$ cat src/scsrg_defines.vh
`ifndef SCSRG_DEFINES_VH
`define SCSRG_DEFINES_VH

// ----------------------------------------------------------------
// register offsets
// ----------------------------------------------------------------
`define SCSRG_OFS_PLL_FACTOR     8'h04
`define SCSRG_OFS_SOURCE_ASSIGN  8'h0C
`define SCSRG_OFS_RATE_PRESCALE  8'h10

// ----------------------------------------------------------------
// reset values
// ----------------------------------------------------------------
`define SCSRG_RST_PLL_FACTOR     32'h00030032
`define SCSRG_RST_SOURCE_ASSIGN  32'h00000000
`define SCSRG_RST_RATE_PRESCALE  32'h00000005

// ----------------------------------------------------------------
// writable masks, reserved bits read zero
// ----------------------------------------------------------------
`define SCSRG_MSK_PLL_FACTOR     32'h00FFFFFF
`define SCSRG_MSK_SOURCE_ASSIGN  32'h000000FF
`define SCSRG_MSK_RATE_PRESCALE  32'h000001FF

// ----------------------------------------------------------------
// field positions
// ----------------------------------------------------------------
`define SCSRG_VCO_LSB            0
`define SCSRG_VCO_MSB            11
`define SCSRG_REF_LSB            12
`define SCSRG_REF_MSB            23
`define SCSRG_G0_LSB             0
`define SCSRG_G0_MSB             3
`define SCSRG_G1_LSB             4
`define SCSRG_G1_MSB             7
`define SCSRG_NDIV_LSB           0
`define SCSRG_NDIV_MSB           8

// ----------------------------------------------------------------
// source codes
// ----------------------------------------------------------------
`define SCSRG_SRC_INTERNAL       4'h0
`define SCSRG_SRC_EXT_GEN        4'h4
`define SCSRG_SRC_EXT_DIRECT     4'h5
`define SCSRG_SRC_DISABLED       4'h6

// ----------------------------------------------------------------
// timing counts, in converter clock periods
// ----------------------------------------------------------------
`define SCSRG_SETTLE_PERIODS     8'h8C
`define SCSRG_HS_CLKS_PER_SAMPLE 10'h100
`define SCSRG_HR_CLKS_PER_SAMPLE 10'h200

`endif

$ cat src/scsrg_clkdiv.v
`timescale 1ns/1ns
`default_nettype none

module scsrg_clkdiv #(
  parameter W = 9
) (
  // clock and reset
  input  wire         ref_clk,
  input  wire         resetn,
  // source edges and divisor
  input  wire         src_tick,
  input  wire [W-1:0] ndiv,
  // divided output
  output reg          half_clk
);

  reg  [W-1:0] cnt;
  wire [W-1:0] last = (ndiv == {W{1'b0}}) ? {W{1'b0}} : ndiv - {{(W-1){1'b0}}, 1'b1};

  // ----------------------------------------------------------------
  // prescale then 2:1 toggle
  // ----------------------------------------------------------------
  always @(posedge ref_clk or negedge resetn) begin
    if (!resetn) begin
      cnt      <= {W{1'b0}};
      half_clk <= 1'b0;
    end else if (src_tick) begin
      if (cnt >= last) begin
        cnt      <= {W{1'b0}};
        half_clk <= ~half_clk;
      end else begin
        cnt <= cnt + {{(W-1){1'b0}}, 1'b1};
      end
    end
  end

endmodule // scsrg_clkdiv

`default_nettype wire

$ cat src/scsrg_top.v
// Summary of operation
// - group 0 code picks source for both
// - codes 0 internal, 4 external, 5 direct
// - group 1 code 6 disables, 0 none
// - disabled groups write nothing to buffer
// - disabled group 0 disables both groups
// - sample rate is clock over Ndiv times 512/1024
// - prescale bits 8..0, values 1 to 300
// - 2:1 stage gives 50 percent duty
// - mode change resets buffer, 140 periods unsettled
// - multiplier bits 11..0, read/write, 25-300
// - divider bits 23..12, read/write, 25-300
// - generator locks to 49.152 MHz reference
// - direct external clock passes unmodified when clock_target is set, else adc_clk stops
// - mode bit still drives converters when direct
// - two equal groups of channels
// - register value or mode change starts synchronization
`timescale 1ns/1ns
`default_nettype none
`include "scsrg_defines.vh"

module scsrg_top (
  // clock and reset
  input  wire        ref_clk,
  input  wire        resetn,
  // register port
  input  wire [7:0]  reg_addr,
  input  wire [31:0] reg_wdata,
  input  wire        reg_wr,
  input  wire        reg_rd,
  output reg  [31:0] reg_rdata,
  // board control word bits
  input  wire        high_speed_mode,
  input  wire        clock_target,
  // clock inputs, sampled on ref_clk
  input  wire        gen_clk_in,
  input  wire        ext_clk_in,
  // conversion results per group
  input  wire        conv_valid_g0,
  input  wire        conv_valid_g1,
  // to pll
  output reg  [11:0] pll_vco_factor,
  output reg  [11:0] pll_ref_factor,
  // to converters and buffer
  output reg         adc_clk,
  output reg         adc_hs_mode,
  output reg         sample_strobe,
  output reg         buf_wr_g0,
  output reg         buf_wr_g1,
  output reg         buf_reset,
  output reg         channels_settled,
  output reg         sync_start,
  output reg         group0_enabled,
  output reg         group1_enabled,
  output reg         source_invalid
);

  // ----------------------------------------------------------------
  // registers
  // ----------------------------------------------------------------
  reg  [31:0] pll_factor_control;
  reg  [31:0] sample_source_assign;
  reg  [31:0] rate_prescale;
  wire [31:0] wmask_pll = reg_wdata & `SCSRG_MSK_PLL_FACTOR;
  wire [31:0] wmask_src = reg_wdata & `SCSRG_MSK_SOURCE_ASSIGN;
  wire [31:0] wmask_div = reg_wdata & `SCSRG_MSK_RATE_PRESCALE;
  wire        wr_pll    = reg_wr && (reg_addr == `SCSRG_OFS_PLL_FACTOR);
  wire        wr_src    = reg_wr && (reg_addr == `SCSRG_OFS_SOURCE_ASSIGN);
  wire        wr_div    = reg_wr && (reg_addr == `SCSRG_OFS_RATE_PRESCALE);
  wire        chg_regs  = (wr_pll && (wmask_pll != pll_factor_control))
                       || (wr_src && (wmask_src != sample_source_assign))
                       || (wr_div && (wmask_div != rate_prescale));

  always @(posedge ref_clk or negedge resetn) begin
    if (!resetn) begin
      pll_factor_control   <= `SCSRG_RST_PLL_FACTOR;
      sample_source_assign <= `SCSRG_RST_SOURCE_ASSIGN;
      rate_prescale        <= `SCSRG_RST_RATE_PRESCALE;
    end else begin
      if (wr_pll) begin
        pll_factor_control <= wmask_pll;
      end
      if (wr_src) begin
        sample_source_assign <= wmask_src;
      end
      if (wr_div) begin
        rate_prescale <= wmask_div;
      end
    end
  end

  // ----------------------------------------------------------------
  // read port
  // ----------------------------------------------------------------
  always @(posedge ref_clk or negedge resetn) begin
    if (!resetn) begin
      reg_rdata <= 32'h00000000;
    end else if (reg_rd) begin
      case (reg_addr)
        `SCSRG_OFS_PLL_FACTOR:    reg_rdata <= pll_factor_control;
        `SCSRG_OFS_SOURCE_ASSIGN: reg_rdata <= sample_source_assign;
        `SCSRG_OFS_RATE_PRESCALE: reg_rdata <= rate_prescale;
        default:                  reg_rdata <= 32'h00000000;
      endcase
    end
  end

  // ----------------------------------------------------------------
  // source decode
  // ----------------------------------------------------------------
  wire [3:0] g0_code = sample_source_assign[`SCSRG_G0_MSB:`SCSRG_G0_LSB];
  wire [3:0] g1_code = sample_source_assign[`SCSRG_G1_MSB:`SCSRG_G1_LSB];
  wire       sel_int = (g0_code == `SCSRG_SRC_INTERNAL);
  wire       sel_ext = (g0_code == `SCSRG_SRC_EXT_GEN);
  wire       sel_dir = (g0_code == `SCSRG_SRC_EXT_DIRECT);
  wire       g0_on   = sel_int || sel_ext || sel_dir;
  wire       g1_on   = g0_on && (g1_code != `SCSRG_SRC_DISABLED);
  wire       direct  = sel_dir && clock_target;

  // ----------------------------------------------------------------
  // input edge detection
  // ----------------------------------------------------------------
  reg gen_q;
  reg ext_q;

  always @(posedge ref_clk or negedge resetn) begin
    if (!resetn) begin
      gen_q <= 1'b0;
      ext_q <= 1'b0;
    end else begin
      gen_q <= gen_clk_in;
      ext_q <= ext_clk_in;
    end
  end

  wire gen_tick = gen_clk_in && !gen_q;
  wire ext_tick = ext_clk_in && !ext_q;
  wire src_tick = sel_ext ? ext_tick : (sel_int ? gen_tick : 1'b0);

  // ----------------------------------------------------------------
  // prescaler and 2:1 stage
  // ----------------------------------------------------------------
  wire half_clk;

  scsrg_clkdiv #(
    .W (9)
  ) u_div (
    .ref_clk  (ref_clk),
    .resetn   (resetn),
    .src_tick (src_tick),
    .ndiv     (rate_prescale[`SCSRG_NDIV_MSB:`SCSRG_NDIV_LSB]),
    .half_clk (half_clk)
  );

  wire next_adc_clk = direct ? ext_clk_in : half_clk;
  wire adc_rise     = next_adc_clk && !adc_clk;

  // ----------------------------------------------------------------
  // sample strobe, 256 or 512 converter clocks per sample
  // ----------------------------------------------------------------
  reg  [9:0] smp_cnt;
  wire [9:0] smp_last = (high_speed_mode ? `SCSRG_HS_CLKS_PER_SAMPLE
                                         : `SCSRG_HR_CLKS_PER_SAMPLE) - 10'h001;

  always @(posedge ref_clk or negedge resetn) begin
    if (!resetn) begin
      adc_clk       <= 1'b0;
      smp_cnt       <= 10'h000;
      sample_strobe <= 1'b0;
    end else begin
      adc_clk       <= next_adc_clk;
      sample_strobe <= 1'b0;
      if (adc_rise) begin
        if (smp_cnt >= smp_last) begin
          smp_cnt       <= 10'h000;
          sample_strobe <= 1'b1;
        end else begin
          smp_cnt <= smp_cnt + 10'h001;
        end
      end
    end
  end

  // ----------------------------------------------------------------
  // mode change settling
  // ----------------------------------------------------------------
  reg  [7:0] settle_cnt;
  wire       mode_chg = (high_speed_mode != adc_hs_mode);

  always @(posedge ref_clk or negedge resetn) begin
    if (!resetn) begin
      adc_hs_mode      <= 1'b0;
      settle_cnt       <= 8'h00;
      buf_reset        <= 1'b0;
      channels_settled <= 1'b0;
    end else begin
      adc_hs_mode <= high_speed_mode;
      if (mode_chg) begin
        settle_cnt       <= `SCSRG_SETTLE_PERIODS;
        buf_reset        <= 1'b1;
        channels_settled <= 1'b0;
      end else if (settle_cnt != 8'h00) begin
        buf_reset <= 1'b0;
        if (adc_rise) begin
          settle_cnt <= settle_cnt - 8'h01;
        end
      end else begin
        buf_reset        <= 1'b0;
        channels_settled <= 1'b1;
      end
    end
  end

  // ----------------------------------------------------------------
  // group gating, sync request, status outputs
  // ----------------------------------------------------------------
  always @(posedge ref_clk or negedge resetn) begin
    if (!resetn) begin
      buf_wr_g0      <= 1'b0;
      buf_wr_g1      <= 1'b0;
      sync_start     <= 1'b0;
      group0_enabled <= 1'b0;
      group1_enabled <= 1'b0;
      source_invalid <= 1'b0;
      pll_vco_factor <= 12'h000;
      pll_ref_factor <= 12'h000;
    end else begin
      buf_wr_g0      <= conv_valid_g0 && g0_on;
      buf_wr_g1      <= conv_valid_g1 && g1_on;
      sync_start     <= chg_regs || mode_chg;
      group0_enabled <= g0_on;
      group1_enabled <= g1_on;
      source_invalid <= !g0_on;
      pll_vco_factor <= pll_factor_control[`SCSRG_VCO_MSB:`SCSRG_VCO_LSB];
      pll_ref_factor <= pll_factor_control[`SCSRG_REF_MSB:`SCSRG_REF_LSB];
    end
  end

endmodule // scsrg_top

`default_nettype wire

$ cat config.mk
export PLATFORM = sky130hd
export DESIGN_NAME = scsrg_top
export DESIGN_NICKNAME = d
export VERILOG_FILES = /design/src/scsrg_clkdiv.v /design/src/scsrg_top.v
export VERILOG_INCLUDE_DIRS = /design/src /design/src/src
export SDC_FILE = /design/constraint.sdc
export NUM_CORES = 1
export LEC_CHECK = 0
export ABC_AREA = 0
export BUFFER_PORTS_ARGS = -buffer_cell sky130_fd_sc_hd__buf_2
export CAP_MARGIN = 30
export CORE_MARGIN = 4
export CORE_UTILIZATION = 50
export CTS_CLUSTER_DIAMETER = 120
export DETAILED_ROUTE_END_ITERATION = 8
export PLACE_DENSITY = 0.71
export SETUP_SLACK_MARGIN = 0.05
export SYNTH_ARGS = -nofsm -noshare
export SYNTH_HDL_FRONTEND = slang
export SYNTH_SLANG_ARGS = --single-unit
$ cat constraint.sdc
create_clock -name ref_clk -period 4.65 [get_ports ref_clk]
set_clock_uncertainty 0.15 [all_clocks]
set_input_delay 0.465 -clock ref_clk [delete_from_list [all_inputs] [get_ports ref_clk]]
set_output_delay 0.465 -clock ref_clk [all_outputs]
set_load 0.005 [all_outputs]
# Word level (Yosys, flattened, before mapping)
# Cells that the tools add are included.
[classes] bitwise=1 add_sub_neg=5 order_cmp=2 eq_ne=11 reduce_logical=29 muxes=16
[op_table] op="$pmux 24 s3" n=1
[op_table] op="$mux 8" n=3
[op_table] op="$ne 24x24->1" n=1
[op_table] op="$mux 10" n=2
[op_table] op="$mux 9" n=2
[op_table] op="$logic_and 1x1->1" n=13
[op_table] op="$add 10x1->10 const B" n=1
[op_table] op="$ge 10x10->1" n=1
[op_table] op="$sub 10x1->10 const B" n=1
[op_table] op="$add 9x1->9 const B" n=1
[op_table] op="$ge 9x9->1" n=1
[op_table] op="$logic_not 9->1" n=1
[op_table] op="$ne 9x9->1" n=1
[op_table] op="$sub 9x1->9 const B" n=1
[op_table] op="$eq 4x3->1 const B" n=2
[op_table] op="$eq 8x3->1 const B" n=1
[op_table] op="$eq 8x4->1 const B" n=1
[op_table] op="$eq 8x5->1 const B" n=1
[op_table] op="$mux 1" n=8
[op_table] op="$ne 8x8->1" n=1
[op_table] op="$reduce_bool 8->1" n=1
[op_table] op="$sub 8x1->8 const B" n=1
[op_table] op="$logic_or 1x1->1" n=5
[op_table] op="$logic_not 1->1" n=4
[op_table] op="other kinds (7)" n=9
[totals] inputBits=50 output_inout_bits=67 ff_bits=138

# Logic depth before layout (Yosys ltp)
[logic_depth] ltp_word=7 depth_mapped=13 ltp_nobuf=12

# Hierarchy
# Synthesis repeated with hierarchy kept, for this count alone.
[unflattened] cells_unflattened=555 area_unflattened_um2=6200.9
[modules_own_cells] mod="scsrg_top" area_per_inst_um2=5361.4 seq_area_each_um2=3011.6 instances=1 cells_each=453
[modules_own_cells] mod="scsrg_clkdiv" area_per_inst_um2=839.6 seq_area_each_um2=250.2 instances=1 cells_each=102

# Worst setup path after synthesis
# OpenSTA, ideal clock, no wires.
[synth_timing] path_kind="register -> register" startpoint="register rate_prescale[2]" endpoint="register u_div.cnt[6]" path_stages_with_launch=14 arrival_ns=3.087 t_required_ns=4.374 slack_ns=1.287 period_less_slack_ns=3.363 cell_sequence="dfstp_2 > clkbuf_1 > or3_1 > nor3_1 > nand3b_1 > or2_2 > clkbuf_1 > and2_1 > ha_1 > nand2b_1 > a31oi_1 > o211ai_1 > nor2_1 > a221o_1"
[synth_between] elab_chain_cells=4
[synth_rtl] element="start, declared" line_no="scsrg_top.v:63" text="reg [31:0] rate_prescale;"
[synth_rtl] element="start signal, assigned" line_no="scsrg_top.v:78" text="rate_prescale <= `SCSRG_RST_RATE_PRESCALE;"
[synth_rtl] element="start signal, assigned" line_no="scsrg_top.v:87" text="rate_prescale <= wmask_div;"
[synth_rtl] element="$sub 9x1->9 / $logic_not 9->1 (equally long branches)" line_no="scsrg_clkdiv.v:18" text="wire [W-1:0] last = (ndiv == {W{1'b0}}) ? {W{1'b0}} : ndiv - {{(W-1){1'b0}}, 1'b1};"
[synth_rtl] element="$mux 9 (*)" line_no="scsrg_clkdiv.v:18"
[synth_rtl] element="$ge 9x9->1 (*)" line_no="scsrg_clkdiv.v:28" text="if (cnt >= last) begin"
[synth_rtl] element="$mux 9 (*)" line_no="scsrg_clkdiv.v:28"
[synth_rtl] element="end signal, assigned" line_no="scsrg_clkdiv.v:25" text="cnt <= {W{1'b0}};"
[synth_rtl] element="end signal, assigned" line_no="scsrg_clkdiv.v:29" text="cnt <= {W{1'b0}};"
[synth_rtl] element="end signal, assigned" line_no="scsrg_clkdiv.v:32" text="cnt <= cnt + {{(W-1){1'b0}}, 1'b1};"
[synth_rtl] element="end, declared" line_no="scsrg_clkdiv.v:17" text="reg [W-1:0] cnt;"
# Mark *: on every way between the ends. The rest lies on a longest branch, timed or not.
# A chain may end at the register's enable or synchronous reset.

# Final worst setup path
[layout_timing] startpoint="register rate_prescale[4]" endpoint="register u_div.cnt[6]"
# Same word-level chain as after synthesis.

==> summary.md <==
| Metric | Value |
|---|---|
| Status | `finished clean` |
| Synthesized cell area | `slightly above 6000 sq um` |
| # hold bufs at CTS | `0` |
| Post-synth EDFFs | `0` |
| Via Count | `between 4000 and 5000` |
| Pleak | `approximately 3.5 nW` |
| CTS root buf | `clkbuf_16` |
| TritonCTS clock tree | `yes` |
| Layout cell share with drive strength beyond 1 | `approximately a quarter` |
| Clock sink count | `130` |
| Number of port buffers | `100` |
| RSZ-0062 raised after global routing | `no` |
| Worst R2R Start | `rate_prescale[4]` |
| Die ar. | `roughly 14000 sq um` |
| Largest net degree at the start of global routing | `71` |
| CTS H-tree lvls | `4` |
| Post-route cell area | `approximately 7400 sq um` |
| F_max | `270.5 MHz` |
| Maximum fanout along the worst path | `10` |
| Area post-placement | `between 6000 and 7000 sq um` |
| Cells after synthesis | `roughly 560` |
| CORE AREA | `around 12000 sq um` |
| Flops & latches, synth | `130` |
| Routed Antenna Nets | `0` |
| Tot Pwr | `3.006 mW` |
| Chip height | `119.1 um` |
| CP Capture Type | `flop` |
| Die X | `about 120 um` |
| Cell Rows | `40` |
| Pwr dens | `roughly 400 nW/um^2` |
| Uppermost layer routed | `met4` |
| Clock Tree Buf Depth | `2` |
| Initial core utilization | `about half` |
| FF-to-FF path depth | `11` |
| Max_slew headroom | `41.39%` |
| Post-CTS setup buffer count | `0` |
| Dpl cells | `between 800 and 900` |
| Post-layout util | `between 60% and 70%` |
| Fin crit period | `about 3.7 ns` |
| Asr flop ratio synth | `100.0%` |
| # DRC | `0` |
| Clk pin slew, worst setup/hold paths | `roughly 0.06 ns` |
| Dpl hpwl | `about 9600 um` |
| Met3 WL post-DR | `641 um` |
| Final period utilization | `a little under 80%` |
| Slew @ Worst Pin | `0.8792 ns` |
| Met2 routed WL | `between 6000 and 7000 um` |
| Crit path required time | `between 4 and 5 ns` |
| Initial antenna violation count | `0` |
| VDD IR max | `0.2133 mV` |
| Final Setup Violations | `0` |
| Post-synthesis sequential area ratio | `between 50 and 60%` |
| Ys flop type | `dfrtp_1` |
| Pre-antenna DRT Iters | `5` |
| Area growth syn-to-layout | `19.23%` |
| Final net count | `about 720` |
| Avg Synthesized Cell Area | `about 11 sq um` |
| Final Non-Filler Cells | `838` |
| Fillers | `roughly 1000` |
| Overflow after GRT | `0` |
| Critical path class | `reg -> reg` |
| Overall Global Routing Usage | `slightly below 20%` |
| Reg-to-Reg End | `u_div.cnt[6]` |
| Starting DRC count in detailed routing | `328` |
| Hold Path Class | `in -> async` |
| I/O Pins | `around 120` |
| Vias in the first global route | `about 4400` |
| Vias per inst | `between 5 and 6` |
| R2R Setup Slk | `between 0.9 and 1 ns` |
| Gpl congestion | `roughly 0.86` |
| Max-slew violations | `0` |
| Final wirelength | `about 14000 um` |
| Drt wl/cell | `approximately 16 um` |
| Yosys Warn Count | `0` |
| M1 WL | `~6000 um` |
| Startpoint Class | `flop` |
| Post-CTS Resized | `0` |
| Count of cell types in the netlist | `62` |
| Total Neg Setup Slack | `0 ns` |
| CTS buffer count | `17` |
| N_diodes | `0` |
| Final Hold Viols | `0` |
| Total of max-cap violations | `0` |
| First-pass GRT wire length | `between 20000 and 25000 um` |
| Worst EP arrival | `between 3 and 4 ns` |
| Clk_lat worst skew | `0.42 ns` |
## stage by stage
step / worst slack, ns / hold WS, ns
after global routing: 0.7488 / 0.006481
after detailed placement: 0.9999 / 0.2657
after floorplan: 1.287 / 0.01941
after global placement: 1.044 / 0.2628
after CTS: 0.9712 / 0.003140
final: 0.9534 / 0.01054
## cells in the mapped netlist (12+ instances only)
library cell	number	area (sq um)
a21oi_1	12	60.06
clkbuf_1	15	56.30
dfrtp_1	123	3078
ha_1	15	187.7
inv_1	37	138.9
mux2_1	19	214.0
mux2_2	20	225.2
nand2_1	33	123.9
nand3_1	25	125.1
nand4_1	13	81.33
nor2_1	16	60.06
o21ai_0	37	185.2
xnor2_1	37	324.1
xor2_1	14	122.6
## placed cells by master (no fill, tap or decap), drive strengths merged, types with 8 or more instances in the layout
cell,count
mux2,39
o31ai,9
inv,43
a21o,9
nand4,13
nand3,25
and3,9
a21oi,12
clkbuf,19
dfrtp,123
nand2,33
nor2,16
o21ai,39
ha,15
xnor2,37
xor2,14
conb,8
buf,105
nor3,11
## critical path, cell delays in order (launching register included)
cell and delay (ns):
dfrtp_1 0.46, or3_1 0.41, nor3_1 0.20, nand3b_1 0.12
or2_2 0.35, and2_1 0.19, ha_1 0.27, nand2b_1 0.09
a31oi_1 0.08, o211ai_1 0.63, nor2_1 0.27, a221o_1 0.34
## how the worst max path moves through the flow
stage / startpoint / to / slack [ns]
2_1_floorplan: rate_prescale[2] / u_div.cnt[6] / 1.29
3_3_place_gp: rate_prescale[4] / u_div.cnt[6] / 1.04
3_5_place_dp: rate_prescale[4] / u_div.cnt[6] / 1.0
4_1_cts: rate_prescale[4] / u_div.cnt[6] / 0.97
5_1_grt: rate_prescale[4] / u_div.cnt[6] / 0.75
6_report: rate_prescale[4] / u_div.cnt[6] / 0.95
## cells by family (layout without fill, tap and decap cells)
group | count (synthesis) | after routing | share of synthesized area [%]
and+or+nand+nor | 146 | 146 | 13.04
DFF | 130 | 130 | 52.88
AOI/OAI and AO/OA | 106 | 106 | 11.40
buffers and inverters | 69 | 174 | 5.050
xor gates and xnor gates | 51 | 51 | 7.241
muxes | 40 | 40 | 7.282
adders and majority gates | 15 | 15 | 3.043
other | 1 | 8 | 0.06079
## layout make-up
type / instances / area (sq um) / share of cell area (%)
sequential: 130 / 3262 / 44.35
multi-input combinational: 366 / 2621 / 35.64
timing repair buffer: 105 / 540.5 / 7.349
clock buffer: 19 / 432.9 / 5.886
tap: 168 / 210.2 / 2.858
clock inverter: 13 / 148.9 / 2.025
inverter: 37 / 138.9 / 1.888
## sequential cells by signal (all words and copies together), names as in the netlist, 8 cells and up
| register | flops |
|---|---|
| pll_factor_control | 24 |
| reg_rdata | 24 |
| pll_ref_factor | 12 |
| pll_vco_factor | 12 |
| smp_cnt | 10 |
| rate_prescale | 9 |
| u_div.cnt | 9 |
| sample_source_assign | 8 |
| settle_cnt | 8 |
## report_power, final
part           total (mW)  internal [mW]  switching [mW]  leakage [nW]
registers            1.29           1.21          0.0766          1.72
clock network        1.31          0.798           0.514         0.276
logic               0.406          0.170           0.236          1.53
total                3.01           2.18           0.827          3.52
## routing by layer
layer | global-route usage (%) | up-vias
met5 | 0 | -
met4 | 5.938 | 0
met3 | 5.318 | 17
met2 | 30.94 | 113
met1 | 26.70 | 2235
li1 | - | 2146
No activity file was read; power rests on OpenSTA's default activity.
